$ cat src/shared/tssc_consts.vh
// Constants for the thermometer status and control block.
// Assumes a 25 MHz system clock.
`ifndef TSSC_CONSTS_VH
`define TSSC_CONSTS_VH
`define TSSC_CLK_KHZ      25000
`define TSSC_CONV_MS      125
`define TSSC_SLOW_MS      16000
`define TSSC_CMD_LTEMP    8'h00
`define TSSC_CMD_RTEMP    8'h01
`define TSSC_CMD_STAT     8'h02
`define TSSC_CMD_CFG_RD   8'h03
`define TSSC_CMD_RATE_RD  8'h04
`define TSSC_CMD_LHI_RD   8'h05
`define TSSC_CMD_LLO_RD   8'h06
`define TSSC_CMD_RHI_RD   8'h07
`define TSSC_CMD_RLO_RD   8'h08
`define TSSC_CMD_CFG_WR   8'h09
`define TSSC_CMD_RATE_WR  8'h0A
`define TSSC_CMD_LHI_WR   8'h0B
`define TSSC_CMD_LLO_WR   8'h0C
`define TSSC_CMD_RHI_WR   8'h0D
`define TSSC_CMD_RLO_WR   8'h0E
`define TSSC_CMD_ONESHOT  8'h0F
`define TSSC_CFG_MASK     7
`define TSSC_CFG_STOP     6
`define TSSC_CFG_RST      8'h00
`define TSSC_RATE_RST     8'h02
`define TSSC_HI_RST       8'h7F
`define TSSC_LO_RST       8'hC9
`define TSSC_TEMP_RST     8'h00
`define TSSC_ARA          7'h0C
`define TSSC_STRAP_GND    2'h0
`define TSSC_STRAP_OPEN   2'h1
`define TSSC_ADDR_GG      7'h18
`define TSSC_ADDR_GZ      7'h19
`define TSSC_ADDR_GV      7'h1A
`define TSSC_ADDR_ZG      7'h29
`define TSSC_ADDR_ZZ      7'h2A
`define TSSC_ADDR_ZV      7'h2B
`define TSSC_ADDR_VG      7'h4C
`define TSSC_ADDR_VZ      7'h4D
`define TSSC_ADDR_VV      7'h4E
`define TSSC_STRAP_WAIT   2'h3
`define TSSC_BIT_LAST     4'h8
`endif

$ cat src/rtl/tssc_core.v
// Thermometer status, configuration, rate timer and bus slave.
// Assumes bus pins and straps are asynchronous; ADC temps are on i_clk_sys.
`timescale 1ns/1ps
`default_nettype none
`include "tssc_consts.vh"
// Contract
// - Status read clears flags; persisting alarms reset
// - Flag clear leaves interrupt latch alone
// - Status: busy, four alarms, open, zeros
// - Alarm and open flags sticky until read
// - Mask bit suppresses interrupt output
// - Stop bit halts conversion, enters standby
// - Alarms refreshed at first SCL rise after stop
// - Open flag updated only at conversion start
// - Interrupt latch separate from status register
// - Rate codes 0-7 double from slowest
// - Rate register resets to code 02h
// - Only low three rate bits decoded
// - Results valid one conversion time after start
// - Rate change effective within new interval
// - One-shot ignored while converting
// - Address decoded from two three-state straps
// - Straps sampled only after reset
// - Also answer Alert Response Address
// - Power-up defaults: latch, rate, index, limits
// - Hardware standby at reset: temps read zero
// - One-shot between conversions restarts rate timer
// - Index 0Ah writes rate, 09h configuration
module tssc_core #(
  parameter [31:0] P_CONV_CYC = `TSSC_CONV_MS * `TSSC_CLK_KHZ,
  parameter [31:0] P_SLOW_CYC = `TSSC_SLOW_MS * `TSSC_CLK_KHZ
) (
  input  wire       i_clk_sys,
  input  wire       i_rst_n,
  input  wire       i_scl,
  input  wire       i_sda,
  output reg        o_sda_out,
  output reg        o_sda_oe,
  output reg        o_alert_out,
  output reg        o_alert_oe,
  input  wire [1:0] i_addr_strap_a,
  input  wire [1:0] i_addr_strap_b,
  input  wire       i_hw_standby_pin_n,
  input  wire       i_diode_open,
  input  wire [7:0] i_local_temp,
  input  wire [7:0] i_remote_temp,
  output reg        o_conv_start,
  output reg        o_conv_busy
);
  localparam S_IDLE = 3'h0;
  localparam S_ADDR = 3'h1;
  localparam S_CMD  = 3'h2;
  localparam S_DATA = 3'h3;
  localparam S_READ = 3'h4;

  reg  [2:0]  scl_s;
  reg  [2:0]  sda_s;
  reg  [1:0]  hw_standby_pin_s;
  reg  [1:0]  open_s;
  reg  [1:0]  sa_s1, sa_s2, sb_s1, sb_s2;
  reg  [1:0]  init_cnt_reg;
  reg         strap_done_reg;
  reg  [6:0]  addr_reg;
  reg  [2:0]  st_reg;
  reg  [3:0]  bit_reg;
  reg         ack_ph_reg;
  reg         ack_reg;
  reg         ara_reg;
  reg         rd_reg;
  reg  [7:0]  sh_reg;
  reg  [7:0]  tx_reg;
  reg         more_reg;
  reg  [7:0]  cmd_reg;
  reg  [7:0]  cfg_reg;
  reg  [7:0]  rate_reg;
  reg  [7:0]  lhi_reg, llo_reg, rhi_reg, rlo_reg;
  reg  [7:0]  ltemp_reg, rtemp_reg;
  reg  [4:0]  flag_reg;
  reg  [4:0]  flag_next;
  reg         latch_reg;
  reg         stat_pend_reg;
  reg         refr_pend_reg;
  reg         ara_clr_reg;
  reg         shot_reg;
  reg         busy_reg;
  reg  [31:0] conv_cnt_reg;
  reg  [31:0] rate_cnt_reg;
  reg         hw_standby_pin_d_reg;
  reg         first_reg;
  reg  [6:0]  dec_addr;
  reg  [7:0]  rd_data;

  wire scl_rise = scl_s[1] & ~scl_s[2];
  wire scl_fall = ~scl_s[1] & scl_s[2];
  wire start_c  = scl_s[1] & ~sda_s[1] & sda_s[2];
  wire stop_c   = scl_s[1] & sda_s[1] & ~sda_s[2];
  wire sda_in   = sda_s[1];
  wire hw_hw_standby_pin  = ~hw_standby_pin_s[1];
  wire standby  = cfg_reg[`TSSC_CFG_STOP] | hw_hw_standby_pin;
  wire hw_standby_pin_rise = standby & ~hw_standby_pin_d_reg;
  wire hw_standby_pin_fall = ~standby & hw_standby_pin_d_reg;
  wire [31:0] interval = P_SLOW_CYC >> rate_reg[2:0];
  wire rate_hit = (rate_cnt_reg >= interval - 32'h1);
  wire conv_go  = ~busy_reg & strap_done_reg &
                  ((first_reg & ~standby) | (shot_reg & ~hw_hw_standby_pin) |
                   hw_standby_pin_fall | (~standby & rate_hit));
  wire conv_done = busy_reg & ~hw_standby_pin_rise &
                   (conv_cnt_reg == P_CONV_CYC - 32'h1);
  wire [3:0] alarm_new = {$signed(i_local_temp) > $signed(lhi_reg),
                          $signed(i_local_temp) < $signed(llo_reg),
                          $signed(i_remote_temp) > $signed(rhi_reg),
                          $signed(i_remote_temp) < $signed(rlo_reg)};
  wire [3:0] alarm_now = {$signed(ltemp_reg) > $signed(lhi_reg),
                          $signed(ltemp_reg) < $signed(llo_reg),
                          $signed(rtemp_reg) > $signed(rhi_reg),
                          $signed(rtemp_reg) < $signed(rlo_reg)};
  wire clr_evt  = stop_c & stat_pend_reg;
  wire refr_evt = scl_rise & refr_pend_reg;
  wire flag_set = |(flag_next & ~flag_reg) & ~cfg_reg[`TSSC_CFG_MASK];
  wire latch_next = flag_set | (latch_reg & ~ara_clr_reg);
  wire [3:0] strap_idx = {sa_s2, sb_s2};

  // Strap decode
  always @* begin
    case (strap_idx)
      {`TSSC_STRAP_GND, `TSSC_STRAP_GND}:   dec_addr = `TSSC_ADDR_GG;
      {`TSSC_STRAP_GND, `TSSC_STRAP_OPEN}:  dec_addr = `TSSC_ADDR_GZ;
      {`TSSC_STRAP_OPEN, `TSSC_STRAP_GND}:  dec_addr = `TSSC_ADDR_ZG;
      {`TSSC_STRAP_OPEN, `TSSC_STRAP_OPEN}: dec_addr = `TSSC_ADDR_ZZ;
      default: begin
        if (sa_s2 == `TSSC_STRAP_GND)
          dec_addr = `TSSC_ADDR_GV;
        else if (sa_s2 == `TSSC_STRAP_OPEN)
          dec_addr = `TSSC_ADDR_ZV;
        else if (sb_s2 == `TSSC_STRAP_GND)
          dec_addr = `TSSC_ADDR_VG;
        else if (sb_s2 == `TSSC_STRAP_OPEN)
          dec_addr = `TSSC_ADDR_VZ;
        else
          dec_addr = `TSSC_ADDR_VV;
      end
    endcase
  end

  // Read data mux
  always @* begin
    if (ara_reg)
      rd_data = {addr_reg, 1'b0};
    else begin
      case (cmd_reg)
        `TSSC_CMD_LTEMP:   rd_data = ltemp_reg;
        `TSSC_CMD_RTEMP:   rd_data = rtemp_reg;
        `TSSC_CMD_STAT:    rd_data = {busy_reg, flag_reg, 2'h0};
        `TSSC_CMD_CFG_RD:  rd_data = {cfg_reg[7:6], 6'h00};
        `TSSC_CMD_RATE_RD: rd_data = rate_reg;
        `TSSC_CMD_LHI_RD:  rd_data = lhi_reg;
        `TSSC_CMD_LLO_RD:  rd_data = llo_reg;
        `TSSC_CMD_RHI_RD:  rd_data = rhi_reg;
        `TSSC_CMD_RLO_RD:  rd_data = rlo_reg;
        default:           rd_data = 8'hFF;
      endcase
    end
  end

  // Status flags: clear, refresh, then sets win
  always @* begin
    flag_next = flag_reg;
    if (clr_evt)
      flag_next = 5'h00;
    if (refr_evt)
      flag_next[4:1] = flag_next[4:1] | alarm_now;
    if (conv_done)
      flag_next[4:1] = flag_next[4:1] | alarm_new;
    if (conv_go & open_s[1])
      flag_next[0] = 1'b1;
  end

  // Synchronisers and strap capture
  always @(posedge i_clk_sys) begin
    scl_s  <= {scl_s[1:0], i_scl};
    sda_s  <= {sda_s[1:0], i_sda};
    hw_standby_pin_s <= {hw_standby_pin_s[0], i_hw_standby_pin_n};
    open_s <= {open_s[0], i_diode_open};
    sa_s1  <= i_addr_strap_a;
    sa_s2  <= sa_s1;
    sb_s1  <= i_addr_strap_b;
    sb_s2  <= sb_s1;
    if (!i_rst_n) begin
      init_cnt_reg   <= 2'h0;
      strap_done_reg <= 1'b0;
      addr_reg       <= `TSSC_ADDR_GG;
    end else if (!strap_done_reg) begin
      init_cnt_reg <= init_cnt_reg + 2'h1;
      if (init_cnt_reg == `TSSC_STRAP_WAIT) begin
        strap_done_reg <= 1'b1;
        addr_reg       <= dec_addr;
      end
    end
  end

  // Bus slave
  always @(posedge i_clk_sys) begin
    if (!i_rst_n) begin
      st_reg <= S_IDLE;
      bit_reg <= 4'h0;
      ack_ph_reg <= 1'b0;
      ack_reg <= 1'b0;
      ara_reg <= 1'b0;
      rd_reg <= 1'b0;
      sh_reg <= 8'h00;
      tx_reg <= 8'h00;
      more_reg <= 1'b0;
      o_sda_oe <= 1'b0;
      o_sda_out <= 1'b0;
      cmd_reg <= `TSSC_CMD_LTEMP;
      cfg_reg <= `TSSC_CFG_RST;
      rate_reg <= `TSSC_RATE_RST;
      lhi_reg <= `TSSC_HI_RST;
      rhi_reg <= `TSSC_HI_RST;
      llo_reg <= `TSSC_LO_RST;
      rlo_reg <= `TSSC_LO_RST;
      shot_reg <= 1'b0;
      stat_pend_reg <= 1'b0;
      ara_clr_reg <= 1'b0;
    end else begin
      shot_reg <= 1'b0;
      ara_clr_reg <= 1'b0;
      if (clr_evt)
        stat_pend_reg <= 1'b0;
      if (start_c) begin
        st_reg <= S_ADDR;
        bit_reg <= 4'h0;
        ack_ph_reg <= 1'b0;
        o_sda_oe <= 1'b0;
      end else if (stop_c) begin
        st_reg <= S_IDLE;
        o_sda_oe <= 1'b0;
      end else if (st_reg == S_READ) begin
        if (scl_rise && bit_reg == `TSSC_BIT_LAST) begin
          more_reg <= ~sda_in;
          bit_reg <= bit_reg + 4'h1;
          if (!ara_reg && cmd_reg == `TSSC_CMD_STAT)
            stat_pend_reg <= 1'b1;
          if (ara_reg)
            ara_clr_reg <= 1'b1;
        end else if (scl_rise && bit_reg < `TSSC_BIT_LAST) begin
          bit_reg <= bit_reg + 4'h1;
        end else if (scl_fall && bit_reg > `TSSC_BIT_LAST) begin
          if (more_reg) begin
            tx_reg <= rd_data;
            o_sda_oe <= ~rd_data[7];
            bit_reg <= 4'h0;
          end else
            st_reg <= S_IDLE;
        end else if (scl_fall && bit_reg == `TSSC_BIT_LAST) begin
          o_sda_oe <= 1'b0;
        end else if (scl_fall && bit_reg != 4'h0) begin
          tx_reg <= {tx_reg[6:0], 1'b1};
          o_sda_oe <= ~tx_reg[6];
        end
      end else if (st_reg != S_IDLE) begin
        if (scl_rise && bit_reg < `TSSC_BIT_LAST) begin
          sh_reg <= {sh_reg[6:0], sda_in};
          bit_reg <= bit_reg + 4'h1;
        end else if (scl_fall && bit_reg == `TSSC_BIT_LAST && !ack_ph_reg) begin
          ack_ph_reg <= 1'b1;
          ack_reg <= 1'b1;
          if (st_reg == S_ADDR) begin
            rd_reg <= sh_reg[0];
            ara_reg <= (sh_reg[7:1] == `TSSC_ARA);
            if (sh_reg[7:1] == `TSSC_ARA)
              ack_reg <= latch_reg & sh_reg[0];
            else if (sh_reg[7:1] != addr_reg)
              ack_reg <= 1'b0;
            o_sda_oe <= (sh_reg[7:1] == addr_reg) |
                        ((sh_reg[7:1] == `TSSC_ARA) & latch_reg & sh_reg[0]);
          end else begin
            o_sda_oe <= 1'b1;
            if (st_reg == S_CMD) begin
              cmd_reg <= sh_reg;
              if (sh_reg == `TSSC_CMD_ONESHOT)
                shot_reg <= 1'b1;
            end else begin
              case (cmd_reg)
                `TSSC_CMD_CFG_WR:  cfg_reg <= {sh_reg[7:6], 6'h00};
                `TSSC_CMD_RATE_WR: rate_reg <= sh_reg;
                `TSSC_CMD_LHI_WR:  lhi_reg <= sh_reg;
                `TSSC_CMD_LLO_WR:  llo_reg <= sh_reg;
                `TSSC_CMD_RHI_WR:  rhi_reg <= sh_reg;
                `TSSC_CMD_RLO_WR:  rlo_reg <= sh_reg;
                default: cfg_reg <= cfg_reg;
              endcase
            end
          end
        end else if (scl_fall && ack_ph_reg) begin
          ack_ph_reg <= 1'b0;
          bit_reg <= 4'h0;
          o_sda_oe <= 1'b0;
          if (!ack_reg)
            st_reg <= S_IDLE;
          else if (st_reg == S_ADDR && rd_reg) begin
            st_reg <= S_READ;
            tx_reg <= rd_data;
            o_sda_oe <= ~rd_data[7];
          end else if (st_reg == S_ADDR)
            st_reg <= S_CMD;
          else
            st_reg <= S_DATA;
        end
      end
    end
  end

  // Conversion control, flags and interrupt latch
  always @(posedge i_clk_sys) begin
    if (!i_rst_n) begin
      busy_reg <= 1'b0;
      conv_cnt_reg <= 32'h0;
      rate_cnt_reg <= 32'h0;
      hw_standby_pin_d_reg <= 1'b0;
      first_reg <= 1'b1;
      ltemp_reg <= `TSSC_TEMP_RST;
      rtemp_reg <= `TSSC_TEMP_RST;
      flag_reg <= 5'h00;
      latch_reg <= 1'b0;
      refr_pend_reg <= 1'b0;
      o_alert_oe <= 1'b0;
      o_alert_out <= 1'b0;
      o_conv_start <= 1'b0;
      o_conv_busy <= 1'b0;
    end else begin
      hw_standby_pin_d_reg <= standby;
      o_conv_start <= conv_go;
      flag_reg <= flag_next;
      latch_reg <= latch_next;
      o_alert_oe <= latch_next & ~cfg_reg[`TSSC_CFG_MASK];
      if (clr_evt)
        refr_pend_reg <= 1'b1;
      else if (scl_rise)
        refr_pend_reg <= 1'b0;
      if (conv_go)
        first_reg <= 1'b0;
      if (hw_standby_pin_rise) begin
        busy_reg <= 1'b0;
        o_conv_busy <= 1'b0;
      end else if (conv_go) begin
        busy_reg <= 1'b1;
        o_conv_busy <= 1'b1;
        conv_cnt_reg <= 32'h0;
      end else if (conv_done) begin
        busy_reg <= 1'b0;
        o_conv_busy <= 1'b0;
        ltemp_reg <= i_local_temp;
        rtemp_reg <= i_remote_temp;
      end else if (busy_reg)
        conv_cnt_reg <= conv_cnt_reg + 32'h1;
      if (conv_go || standby)
        rate_cnt_reg <= 32'h0;
      else if (!rate_hit)
        rate_cnt_reg <= rate_cnt_reg + 32'h1;
    end
  end
endmodule // tssc_core
`default_nettype wire

$ cat config.mk
export PLATFORM = sky130hd
export DESIGN_NAME = tssc_core
export DESIGN_NICKNAME = d
export VERILOG_FILES = /design/src/rtl/tssc_core.v
export VERILOG_INCLUDE_DIRS = /design/src /design/src/shared
export SDC_FILE = /design/constraint.sdc
export NUM_CORES = 1
export LEC_CHECK = 0
export CAP_MARGIN = 20
export CORE_MARGIN = 3
export CORE_UTILIZATION = 25
export DETAILED_ROUTE_END_ITERATION = 12
export DONT_BUFFER_PORTS = 1
export SLEW_MARGIN = 20
export SYNTH_ARGS = -nofsm -noshare
export SYNTH_HDL_FRONTEND = slang
export SYNTH_SLANG_ARGS = --single-unit
$ cat constraint.sdc
create_clock -name i_clk_sys -period 3.34 [get_ports i_clk_sys]
set_input_delay 0.668 -clock i_clk_sys [delete_from_list [all_inputs] [get_ports i_clk_sys]]
set_output_delay 0.668 -clock i_clk_sys [all_outputs]
set_load 0.02 [all_outputs]
==> flow_metrics.env <==
export IMPL_status="complete, no violations"
export IMPL_synthMuxAreaShare_pct=8.84
export IMPL_vias=9481
export IMPL_routed_wl_um=30500
export IMPL_syn_area_mm2=0.0112
export IMPL_die_h_um=217
export IMPL_drt_iter0_drc=787
export IMPL_overflow=0
export IMPL_viasPerCell=4.95
export IMPL_finalSetupViolCount=0
export IMPL_post_cts_buffers=0
export IMPL_vdd_ir_drop_max_v=0.000374
export IMPL_detailed_place_hpwl_um=22600
export IMPL_clock_latency_ps=460
export IMPL_ys_warn_count=0
export IMPL_holdBufCountCts=0
export IMPL_synth_top_family_by_area="simple AND/OR/NAND/NOR gates"
export IMPL_synth_edff_count=0
export IMPL_avgSynthCellArea_um2=8.44
export IMPL_fin_crit_sh_pct=96.3
export IMPL_synthCells=1325
export IMPL_synth_async_reset_ratio_pct=0
export IMPL_synth_ff_type="dfxtp_1"
export IMPL_avgRoutedWirePerCell_um=15.9
export IMPL_area_growth_pct=12.9
export IMPL_required_ps=3730
export IMPL_cp_max_fo=20
export IMPL_slew_headroom_pct=43.2
export IMPL_drv_cap=0
export IMPL_timing_rr_start="rate_reg[1]"
export IMPL_initial_core_util_pct=25.6
export IMPL_clk_pin_slew_ps=80
export IMPL_cts_root_buf="clkbuf_16"
export IMPL_core_area_mm2=0.0436
export IMPL_critical_path_startpoint="rate_reg[1]"
export IMPL_grt_busiest_layer="met2"
export IMPL_cts_num_sinks=199
export IMPL_hp_start="i_diode_open"
export IMPL_cts_path_max_buffers=2
export IMPL_synthSimpleGateAreaFrac_pct=22.2
export IMPL_met3_usage_pct=1.92
export IMPL_met1_usage_pct=16.8
export IMPL_period_minus_slack_ps=3210
export IMPL_p_leak_nw=5.21
export IMPL_placedCellCount=1885
export IMPL_rsz0062_at_grt="true"
export IMPL_grt_max_degree=75
export IMPL_grt_pass1_vias=9032
export IMPL_dr_pass1_iters=5
export IMPL_setup_tns_ps=0
export IMPL_diodes=0
export IMPL_fin_util_pct=28.9
export IMPL_arrival_ps=3600
export IMPL_cts_tree="done"
export IMPL_crit_type="flip-flop to flip-flop"
export IMPL_groute_usage_overall_pct=12.8
export IMPL_drc=0
export IMPL_p_per_area_mw_per_mm2=376
export IMPL_synth_seq_area_share_pct=35.6
export IMPL_cp_end_kind="flip-flop"
export IMPL_hold_violations=0
export IMPL_synth_seq_cells=199
export IMPL_dieWidth_um=217
export IMPL_ios=32
export IMPL_synthAdderAreaFrac_pct=10.6
export IMPL_postRouteAntennaNets=0
export IMPL_final_cells=1917
export IMPL_slew_viol_final=0
export IMPL_numPortBuffers=0
export IMPL_synth_xor_area_share_pct=5.09
export IMPL_grt_use_met2_pct=21.7
export IMPL_synth_compound_area_share_pct=12.9
export IMPL_hp_class="input pin to flip-flop"
export IMPL_fin_hold_ws_ps=234
export IMPL_grt_pass1_wl_um=48900
export IMPL_rows=76
export IMPL_yosys_cell_types_count=77
export IMPL_layout_drive_gt1_share_pct=7.66
export IMPL_worst_pin_slew_ps=853
export IMPL_dieArea_mm2=0.0473
export IMPL_fmax_mhz=311
export IMPL_critPathLaunchType="flip-flop"
export IMPL_nets=1439
export IMPL_fin_skew_ps=11.4
export IMPL_routabilityCongestion=0.874
export IMPL_antenna_found_initial=0
export IMPL_cts_made_buffers=17
export IMPL_cts_max_level=4
-- what timing repair did --
action | in CTS | in global routing
gates resized for setup | 2 | 11
setup endpoints to repair | 2 | 62
hold endpoints to repair | 0 | 0
pin swaps | 0 | 1
-- kinds of logic after synthesis --
logic type / Yosys count
muxes: 95
other: 2
DFF: 199
buffers and inverters: 133
adders and majority gates: 95
xor gates and xnor gates: 65
AOI/OAI and AO/OA: 236
and+or+nand+nor: 500
-- metrics by stage --
| step | setup WS, ps | total power, mW | area (um2) |
|---|---|---|---|
| 3_3_place_gp | 45.2 | 2.67 | 12000 |
| 4_1_cts | 11.5 | 4.79 | 12600 |
| 3_5_place_dp | 2.10 | 2.67 | 12000 |
| 5_1_grt | -32.7 | 4.91 | 12600 |
| 2_1_floorplan | 79.3 | 2.62 | 11200 |
| 6_report | 125 | 4.75 | 12600 |
-- critical path: stages, from the launching register on --
cell and delay (ps):
dfxtp_2 370, inv_1 210, o21ai_1 130, ha_1 310
nand4_1 160, or4_1 630, a21oi_4 240, o21bai_4 100
buf_12 160, and2_1 180, or4_1 500, a21oi_1 160
-- synth_stat cells (4+ instances only) --
cell | instances | share of area (%)
a211oi_1 | 12 | 0.81
and4_1 | 7 | 0.55
nor4_1 | 11 | 0.62
clkbuf_1 | 51 | 1.7
o22ai_1 | 5 | 0.28
xnor2_1 | 37 | 2.9
nand4_1 | 40 | 2.2
ha_1 | 94 | 11
nand3_1 | 49 | 2.2
o211ai_1 | 6 | 0.40
buf_4 | 4 | 0.27
a21oi_1 | 92 | 4.1
nor3b_1 | 6 | 0.40
o21ai_0 | 62 | 2.8
inv_1 | 64 | 2.1
nor2b_1 | 15 | 0.84
or4_1 | 7 | 0.47
buf_2 | 7 | 0.31
and2_1 | 8 | 0.45
o21a_1 | 4 | 0.27
nor4b_1 | 5 | 0.39
or4b_2 | 6 | 0.54
buf_1 | 5 | 0.17
mux2i_1 | 92 | 8.2
dfxtp_1 | 199 | 36
xor2_1 | 28 | 2.2
nor3_1 | 15 | 0.67
and3_1 | 22 | 1.2
nor2_1 | 173 | 5.8
a31oi_1 | 7 | 0.39
nand2_1 | 98 | 3.3
o2111ai_1 | 4 | 0.31
or3_1 | 10 | 0.56
nand2b_1 | 11 | 0.62
a221oi_1 | 6 | 0.47
-- cell type report --
type | count | area (um2)
Clock inverter | 13 | 153
Multi-Input combinational cell | 996 | 6740
Clock buffer | 19 | 443
Fill cell | 4603 | 31000
Timing Repair Buffer | 39 | 322
Tap cell | 585 | 732
Inverter | 66 | 248
Sequential cell | 199 | 3990
-- metal layers --
layer | part of all wire [%] | vias to the layer above
met2 | 48 | 191
li1 | - | 4699
met5 | 0 | -
met3 | 3.8 | 39
met4 | 2.1 | 0
met1 | 46 | 4552
-- report_power, final --
part | internal (mW) | switching [mW] | leakage, nW
clock network | 1.09 | 1.04 | 0.294
logic | 0.0685 | 0.119 | 3.31
registers | 2.40 | 0.0320 | 1.61
-- path summary, 6_finish.rpt --
kind / to / slack (ps) / cells past startpoint
max: conv_cnt_reg[21] / 130 / 11
min: open_s[0] / 230 / 0
max reg2reg: conv_cnt_reg[21] / 130 / 11
min reg2reg: sda_s[1] / 330 / 0
-- layout by cell type, fill, tap and decap left out, drive strengths merged, types with 40 or more instances in the layout --
cell	n
dfxtp	199
nor2	173
nand2	98
ha	94
a21oi	93
mux2i	92
inv	74
o21ai	62
nand3	49
nand4	40
No activity file was read; power rests on OpenSTA's default activity.
